### src/logic/srr_regs.svh
`ifndef SRR_REGS_SVH
`define SRR_REGS_SVH

// register select codes on the command port
`define SRR_SEL_OP_EVENT   3'h0
`define SRR_SEL_OP_LIVE    3'h1
`define SRR_SEL_OP_ENABLE  3'h2
`define SRR_SEL_OP_FALL    3'h3
`define SRR_SEL_OP_RISE    3'h4
`define SRR_SEL_QS_EVENT   3'h5
`define SRR_SEL_QS_LIVE    3'h6
`define SRR_SEL_QS_ENABLE  3'h7

// operation group field positions
`define SRR_POWER_UP_BIT   7
`define SRR_CMD_ERR_BIT    5
`define SRR_EXE_ERR_BIT    4
`define SRR_DEV_ERR_BIT    3
`define SRR_QRY_ERR_BIT    2
`define SRR_OP_USED_MASK   16'h00bc

// status byte summary positions
`define SRR_SB_OP_BIT      7
`define SRR_SB_QS_BIT      3

// reset values
`define SRR_OP_EVENT_RST   16'h0080
`define SRR_OP_ENABLE_RST  16'h0000
`define SRR_OP_RISE_RST    16'h00bc
`define SRR_OP_FALL_RST    16'h0000
`define SRR_QS_ENABLE_RST  16'h0000

`endif

### src/logic/srr_pkg.sv
package srr_pkg;

    typedef struct packed {
        logic        valid;
        logic        write;
        logic [2:0]  sel;
        logic [15:0] data;
    } srr_cmd_t;

    typedef struct packed {
        logic valid;
        logic [15:0] data;
    } srr_rsp_t;

    typedef struct packed {
        logic cmdErr;
        logic exeErr;
        logic devErr;
        logic qryErr;
    } srr_err_t;

    typedef struct packed {
        logic        powerUp;
        logic [15:0] opPrev;
        logic [15:0] opEvent;
        logic [15:0] opEnable;
        logic [15:0] opRise;
        logic [15:0] opFall;
        logic [15:0] qsPrev;
        logic [15:0] qsEvent;
        logic [15:0] qsEnable;
        srr_rsp_t    rsp;
        logic [7:0]  statusByte;
    } srr_state_t;

endpackage

### src/logic/srr_status.sv
`timescale 1ns/1ps
`include "srr_regs.svh"

// Overview of operation
// - power-up flag at bit 7 set after reset, held until read
// - command, execution, device, query errors sit at bits 5, 4, 3, 2
// - operation live state follows present conditions, only the power-up bit 7 held
// - operation events latch each edge enabled in the rise or fall mask, read clears them
// - writing operation enable stores a per-bit mask over events
// - status byte bit 7 is OR of enabled operation events
// - reading operation enable returns the mask unchanged
// - operation group has a writable falling edge enable
// - operation group has a writable rising edge enable
// - questionable events: 16-bit latch since last read, read clears
// - questionable live state: 16 bits, unlatched
// - writing questionable enable stores the summary mask
// - status byte bit 3 is OR of enabled questionable events
// - reading questionable enable returns the stored 16-bit mask
// - one means active or enabled, zero inactive or disabled
module srr_status (
    input  wire logic             clk_sys,
    input  wire logic             arst_n,
    input  wire srr_pkg::srr_cmd_t cmd,
    input  wire srr_pkg::srr_err_t errLive,
    input  wire logic [15:0]      qsLive,
    output srr_pkg::srr_rsp_t     rsp,
    output logic [7:0]            statusByte
);

    srr_pkg::srr_state_t s;
    srr_pkg::srr_state_t next_s;

    logic [15:0] opLive;
    logic [15:0] opSet;
    logic [15:0] qsSet;
    logic        isRead;
    logic        isWrite;
    logic        rdOpEvent;
    logic        rdOpLive;
    logic        rdQsEvent;
    logic [15:0] rdData;

    assign isRead    = cmd.valid && !cmd.write;
    assign isWrite   = cmd.valid && cmd.write;
    assign rdOpEvent = isRead && (cmd.sel == `SRR_SEL_OP_EVENT);
    assign rdOpLive  = isRead && (cmd.sel == `SRR_SEL_OP_LIVE);
    assign rdQsEvent = isRead && (cmd.sel == `SRR_SEL_QS_EVENT);

    // live operation state, unused bits tied low
    always_comb begin
        opLive = 16'h0000;
        opLive[`SRR_POWER_UP_BIT] = s.powerUp;
        opLive[`SRR_CMD_ERR_BIT]  = errLive.cmdErr;
        opLive[`SRR_EXE_ERR_BIT]  = errLive.exeErr;
        opLive[`SRR_DEV_ERR_BIT]  = errLive.devErr;
        opLive[`SRR_QRY_ERR_BIT]  = errLive.qryErr;
    end

    // edge detection against last cycle's live state
    assign opSet = ((opLive & ~s.opPrev & s.opRise)
                 | (~opLive & s.opPrev & s.opFall))
                 & `SRR_OP_USED_MASK;
    // questionable group has no edge selects: latch on rise
    assign qsSet = qsLive & ~s.qsPrev;

    always_comb begin
        rdData = 16'h0000;
        case (cmd.sel)
            `SRR_SEL_OP_EVENT:  rdData = s.opEvent;
            `SRR_SEL_OP_LIVE:   rdData = opLive;
            `SRR_SEL_OP_ENABLE: rdData = s.opEnable;
            `SRR_SEL_QS_EVENT:  rdData = s.qsEvent;
            `SRR_SEL_QS_LIVE:   rdData = qsLive;
            `SRR_SEL_QS_ENABLE: rdData = s.qsEnable;
            default:            rdData = 16'h0000;
        endcase
    end

    always_comb begin
        next_s = s;
        next_s.opPrev = opLive;
        next_s.qsPrev = qsLive;
        // power-up flag drops once its bit has been read
        if (rdOpEvent || rdOpLive) begin
            next_s.powerUp = 1'b0;
        end
        // set wins over the read-clear
        next_s.opEvent = ((rdOpEvent ? 16'h0000 : s.opEvent) | opSet)
                       & `SRR_OP_USED_MASK;
        next_s.qsEvent = (rdQsEvent ? 16'h0000 : s.qsEvent)
                       | qsSet;
        if (isWrite) begin
            case (cmd.sel)
                `SRR_SEL_OP_ENABLE: begin
                    next_s.opEnable = cmd.data & `SRR_OP_USED_MASK;
                end
                `SRR_SEL_OP_FALL: begin
                    next_s.opFall = cmd.data & `SRR_OP_USED_MASK;
                end
                `SRR_SEL_OP_RISE: begin
                    next_s.opRise = cmd.data & `SRR_OP_USED_MASK;
                end
                `SRR_SEL_QS_ENABLE: begin
                    next_s.qsEnable = cmd.data;
                end
                default: begin
                    next_s.opEnable = s.opEnable;
                end
            endcase
        end
        next_s.rsp.valid = isRead;
        next_s.rsp.data  = isRead ? rdData : 16'h0000;
        // summaries follow the values registered this same edge
        next_s.statusByte = 8'h00;
        next_s.statusByte[`SRR_SB_OP_BIT] =
            |(next_s.opEvent & next_s.opEnable);
        next_s.statusByte[`SRR_SB_QS_BIT] =
            |(next_s.qsEvent & next_s.qsEnable);
    end

    always_ff @(posedge clk_sys or negedge arst_n) begin
        if (!arst_n) begin
            s.powerUp    <= 1'b1;
            s.opPrev     <= 16'h0000;
            s.opEvent    <= `SRR_OP_EVENT_RST;
            s.opEnable   <= `SRR_OP_ENABLE_RST;
            s.opRise     <= `SRR_OP_RISE_RST;
            s.opFall     <= `SRR_OP_FALL_RST;
            s.qsPrev     <= 16'h0000;
            s.qsEvent    <= 16'h0000;
            s.qsEnable   <= `SRR_QS_ENABLE_RST;
            s.rsp        <= '0;
            s.statusByte <= 8'h00;
        end else begin
            s <= next_s;
        end
    end

    assign rsp        = s.rsp;
    assign statusByte = s.statusByte;

    logic rdOpEnable;
    logic rdQsEnable;
    logic wrOpEnable;
    logic wrQsEnable;
    logic wrOpFall;
    logic wrOpRise;
    logic opRead;
    logic [15:0] opRiseHit;
    logic [15:0] opFallHit;
    logic [15:0] qsRiseHit;

    assign rdOpEnable = isRead && (cmd.sel == `SRR_SEL_OP_ENABLE);
    assign rdQsEnable = isRead && (cmd.sel == `SRR_SEL_QS_ENABLE);
    assign wrOpEnable = isWrite && (cmd.sel == `SRR_SEL_OP_ENABLE);
    assign wrQsEnable = isWrite && (cmd.sel == `SRR_SEL_QS_ENABLE);
    assign wrOpFall   = isWrite && (cmd.sel == `SRR_SEL_OP_FALL);
    assign wrOpRise   = isWrite && (cmd.sel == `SRR_SEL_OP_RISE);
    assign opRead     = rdOpEvent || rdOpLive || rdOpEnable;
    assign opRiseHit  = opLive & ~s.opPrev & s.opRise;
    assign opFallHit  = ~opLive & s.opPrev & s.opFall;
    assign qsRiseHit  = qsLive & ~s.qsPrev;
endmodule // srr_status

### config.mk
export PLATFORM = sky130hd
export DESIGN_NAME = srr_status
export DESIGN_NICKNAME = d
export VERILOG_FILES = /design/src/logic/srr_pkg.sv /design/src/logic/srr_status.sv
export VERILOG_INCLUDE_DIRS = /design/src /design/src/logic
export SDC_FILE = /design/constraint.sdc
export NUM_CORES = 1
export LEC_CHECK = 0
export BUFFER_PORTS_ARGS = -buffer_cell sky130_fd_sc_hd__buf_2
export CAP_MARGIN = 20
export CORE_MARGIN = 1.5
export CORE_UTILIZATION = 30
export DETAILED_ROUTE_END_ITERATION = 16
export PLACE_DENSITY = 0.6
export SKIP_LAST_GASP = 1
export SLEW_MARGIN = 5
export SYNTH_ARGS = -nofsm -noshare
export SYNTH_HDL_FRONTEND = slang
export SYNTH_SLANG_ARGS = --single-unit
### constraint.sdc
create_clock -name clk_sys -period 1.3 [get_ports clk_sys]
set_input_delay 0.26 -clock clk_sys [delete_from_list [all_inputs] [get_ports clk_sys]]
set_output_delay 0.26 -clock clk_sys [all_outputs]
set_load 0.02 [all_outputs]
After elaboration in Yosys (flattened, before gate mapping)
Cells that the tools add are included.

Register bits: 104. Latch bits: 0. RAM bits: 0. ROM bits: 0. Word-level logic and storage cells: 54. Memories kept: 0.

Add/subtract/negate cells: 0. $mul: 0. Divide/modulo/power cells: 0. $lt $le $gt $ge: 0. Equal/unequal tests: 7. Shifts and indexed selects: 0. Muxes and demuxes: 10. Bitwise logic cells: 13. Reductions and logical operators: 12.

Operators with widths (number): case mux 16 bit (6 select lines) (1); 2-to-1 mux 16 bit (5); 2-to-1 mux 48 bit (1); bitwise AND 16 bit (2); bitwise AND 8 bit (4); OR reduction 16 bit (2); 2-to-1 mux 8 bit (3); bitwise AND 8 x 16 -> 16 bit (1); NOT 16 bit (1); NOT 8 bit (2); bitwise OR 16 bit (1); bitwise OR 8 bit (2); equality test 3 bit, second input constant (4); equality test 3 x 2 -> 1 bit, second input constant (2); logical AND 1 bit (5); AND reduction 2 bit (2); equality test 3 x 1 -> 1 bit, second input constant (1); logical NOT 3 bit (1); logical NOT 1 bit (1); logical OR 1 bit (1).

Longest topological paths before layout
Word-level depth: 7. Depth in mapped cells: 7. Mapped depth without buffers: 5.

Worst setup path before layout
Ideal clock, no wire load.

Path kind: input-to-reg. Start: in cmd[17] (netlist name). End: reg, netlist name statusByte[7]. Setup time: 131 ps. Data arrival time: 1585 ps. Required time: 1169 ps. Path slack: -416 ps. Stages: 6. Buffers on the path: 1. Path through: buf_4 inv_2 nor4_4 mux2_2 a222oi_1 nand2_1.

RTL lines: from (decl) (RTL line srr_status.sv:23) `input wire srr_pkg::srr_cmd_t cmd,`.

==> reports/qor.yml <==
timing:
  grt_setup_unrepaired: "true"
  skew_ns: 0.00546
  timing.final.hold_violations: 0
  fin_setup_tns_ns: -0.262
  final.setup.worst_slack_ns: -0.148
  timing.hold.ws_ns: 0.0431
  setup_viol: 3
  max_freq_mhz: 691
  final_period_utilization_pct: 111
  final-max-slew-violation-count: 0
  period_minus_slack_ns: 1.45
critical_path:
  worst_path_arrival_time_ns: 1.67
  path_max_fanout: 5
  cpPeakStageDelay_ns: 0.32
  crit_path_top_delay_cell: "sky130_fd_sc_hd__a222oi_1"
  crit_reg_reg_startpoint: "s[46]"
  setup.worst_path.class: "input pin to flop"
  endpoint_kind: "flop"
  regToRegSetupSlack_ns: -0.01
  crit_path_cell_trace: "buf_6 > buf_12 > nor4_4 > buf_4 > mux2_4 > a222oi_1 > nand2_1"
  worstPathRequired_ns: 1.52
  start_kind: "input pin"
  worstSetupStartpoint: "cmd[16]"
logic_synthesis:
  netlist_area_mm2: 0.00414
  synth_cells: 379
  yosysSeqAreaShare_pct: 56.4
  synth.top_cells.by_area: "sky130_fd_sc_hd__dfrtp_1 (52%), sky130_fd_sc_hd__mux2_2 (6.0%), sky130_fd_sc_hd__buf_4 (5.1%)"
  synth.top_cell.area_share_pct: 52.0
  synth-edff-count: 0
  synth_top_area_cell: "sky130_fd_sc_hd__dfrtp_1"
  synth-main-ff-cell: "sky130_fd_sc_hd__dfrtp_1"
  yosys_warnings: 0
  synthDistinctLibCells: 36
  yosys_register_bits: 93
  synth_async_sr_flop_share_pct: 100
  synthesis.area_per_instance_um2: 10.9
clocking:
  cts_inserted_buffers: 9
  clock_tree.root_cell: "sky130_fd_sc_hd__clkbuf_16"
  clock_path_buffers: 2
  clock-sinks: 93
  clkTransAtPathRegs_ns: 0.07
  cts_tree: "built"
  clock_latency_ns: 0.35
  cts.htree.levels: 3
route:
  drtAntennaViolNets: 0
  post_drt_via_cell_ratio: 4.82
  avgRoutedWirePerCell_um: 16.8
  dr.first_iter.drc_count: 211
  drc_errors: 0
  route.vias.total: 3178
  drt-pass1-iter-count: 4
  wirelength_um: 11100
hold_path:
  hold_start: "qsLive[0]"
  worst_hold_path_type: "input pin to flop"
final_layout:
  area_growth_syn_to_layout_pct: 35.3
  layout.filler_cells: 1261
  num_antenna_cells: 0
  fin_util_pct: 42.0
  layoutNonFillerInstCount: 659
  finalNetCount: 521
  fraction_of_layout_cells_with_a_size_suffix_above_1_pct: 42.4
die:
  placementRows: 42
  die_y_um: 120
  die_wd_um: 120
  initial_utilization_pct: 31.0
  num_io_pins: 68
  core-area_mm2: 0.0133
  die_area_mm2: 0.0145
placed_design:
  gp_congestion: 0.806
  dp.cells: 635
  place_ws_ns: -0.613
  dpl.hpwl_um: 7790
  port_buffer_cells: 61
outcome:
  outcome: "complete, but fails checks"
  violated_checks: "setup timing"
grt:
  track_usage_pct: 15.8
  grt_max_degree: 35
  grt_pass1_wl_um: 17400
  grt_pass1_vias: 3354
  number_of_antenna_violations_at_the_first_check_in_global_routing: 0
  grt_overflow: 0
pwr:
  power.leakage_uw: 0.00262
  power.ir.vdd_worst_mv: 0.721
  powerDensity_mw_per_mm2: 1390
job:
  cap_violations: 0
## final cells by class
| type | instances | area [um2] | share of cell area (%) |
|---|---|---|---|
| repair buffers | 127 | 937 | 16.7 |
| multi-input cells | 236 | 1740 | 31.1 |
| flip-flops and latches | 93 | 2340 | 41.7 |
| inverters | 11 | 43.8 | 0.782 |
| well taps | 176 | 220 | 3.93 |
| clock buffers | 9 | 225 | 4.02 |
| clock inverters | 7 | 98.8 | 1.76 |
## critical path, delay by kind of cell
kind                   cells  cell delay [ns]
and+or+nand+nor            2             0.37
muxes                      1             0.31
AOI/OAI and AO/OA          1             0.32
buffers and inverters      3             0.41
## cells in the mapped netlist, types with 2 or more instances
master                      instances
sky130_fd_sc_hd__nand3b_1           5
sky130_fd_sc_hd__nand3_1           12
sky130_fd_sc_hd__a211oi_1           5
sky130_fd_sc_hd__mux2_2            22
sky130_fd_sc_hd__buf_2              4
sky130_fd_sc_hd__nor2_1            32
sky130_fd_sc_hd__a2111oi_0          3
sky130_fd_sc_hd__a31oi_1            2
sky130_fd_sc_hd__mux2i_1           15
sky130_fd_sc_hd__o221ai_1           5
sky130_fd_sc_hd__a221oi_1           5
sky130_fd_sc_hd__buf_4             28
sky130_fd_sc_hd__clkbuf_1          12
sky130_fd_sc_hd__nand2_1           37
sky130_fd_sc_hd__and3_1             2
sky130_fd_sc_hd__nand2b_1          14
sky130_fd_sc_hd__a22o_1             4
sky130_fd_sc_hd__dfrtp_1           86
sky130_fd_sc_hd__a22oi_1           13
sky130_fd_sc_hd__nand4_1            3
sky130_fd_sc_hd__inv_1             10
sky130_fd_sc_hd__a21oi_1           14
sky130_fd_sc_hd__o21ai_0           27
sky130_fd_sc_hd__dfstp_2            7
## layout by cell type (no fill, tap or decap), drive strengths merged
cell	Yosys	routed
buf	32	126
dfrtp	86	86
nand2	38	38
nor2	32	32
o21ai	27	27
mux2	22	22
mux2i	15	15
a21oi	14	14
nand2b	14	14
a22oi	13	13
nand3	12	12
inv	11	12
clkbuf	12	9
dfstp	7	7
conb	1	6
nand3b	5	5
a221oi	5	5
o221ai	5	5
a211oi	5	5
a22o	4	4
clkinvlp	0	4
a2111oi	4	4
nand4	3	3
and3	2	2
a31oi	2	2
bufinv	0	2
nor4	2	2
nand4b	1	1
and4	1	1
nor2b	1	1
o31ai	1	1
a222oi	1	1
o31a	1	1
dlygate4sd3	0	1
## flip-flops by register name (all words and copies together), names as in the netlist
| name | count |
|---|---|
| s | 73 |
| statusByte | 2 |
| next_s | 1 |
| rsp | 17 |
## kinds of logic after synthesis
family / count (synthesis) / share of synthesized area (%)
buffers and inverters: 55 / 7.65
other: 1 / 0.0906
multiplexers: 37 / 9.61
AO/OA/AOI/OAI: 82 / 13.0
AND/OR/NAND/NOR: 111 / 13.2
flip-flops: 93 / 56.4
## where the power goes
| part | switching, uW | internal [uW] |
|---|---|---|
| registers | 187 | 3260 |
| clock network | 1140 | 1690 |
| logic | 740 | 742 |
| total | 2070 | 5690 |
## per-layer routing
| layer | wire (um) | part of all wire (%) | up-vias | global-route usage, % |
|---|---|---|---|---|
| met2 | 5390 | 49 | 85 | 25.7 |
| met3 | 520 | 4.7 | 14 | 3.49 |
| met4 | 184 | 1.7 | 0 | 6.03 |
| li1 | - | - | 1505 | - |
| met5 | 0 | 0 | - | 0 |
| met1 | 5000 | 45 | 1574 | 20.7 |
## final timing paths
path / to / cells past startpoint
hold / removal: s[57] / 1
setup / recovery: statusByte[7] / 7
min in group asynchronous: s[141] / 2
hold reg to reg: s[144] / 0
max in group asynchronous: s[94] / 3
setup reg to reg: rsp[5] / 4
## metrics by stage
stage / area (um2) / power [uW]
CTS: 5420 / 7740
global placement: 4970 / 4750
floorplan: 4240 / 4260
detailed placement: 4970 / 4790
global route: 5600 / 8150
finish: 5600 / 7770
## timing repair
item | CTS | global route
hold buffers | 1 | 0
buffers inserted | 4 | 1
gates resized for setup | 33 | 43
setup endpoints to repair | 10 | 20
pin swaps | 7 | 9
endpoints found under the hold margin | 15 | 0
gates cloned | 1 | 1
Note: power is estimated with default switching activity, not from simulation.
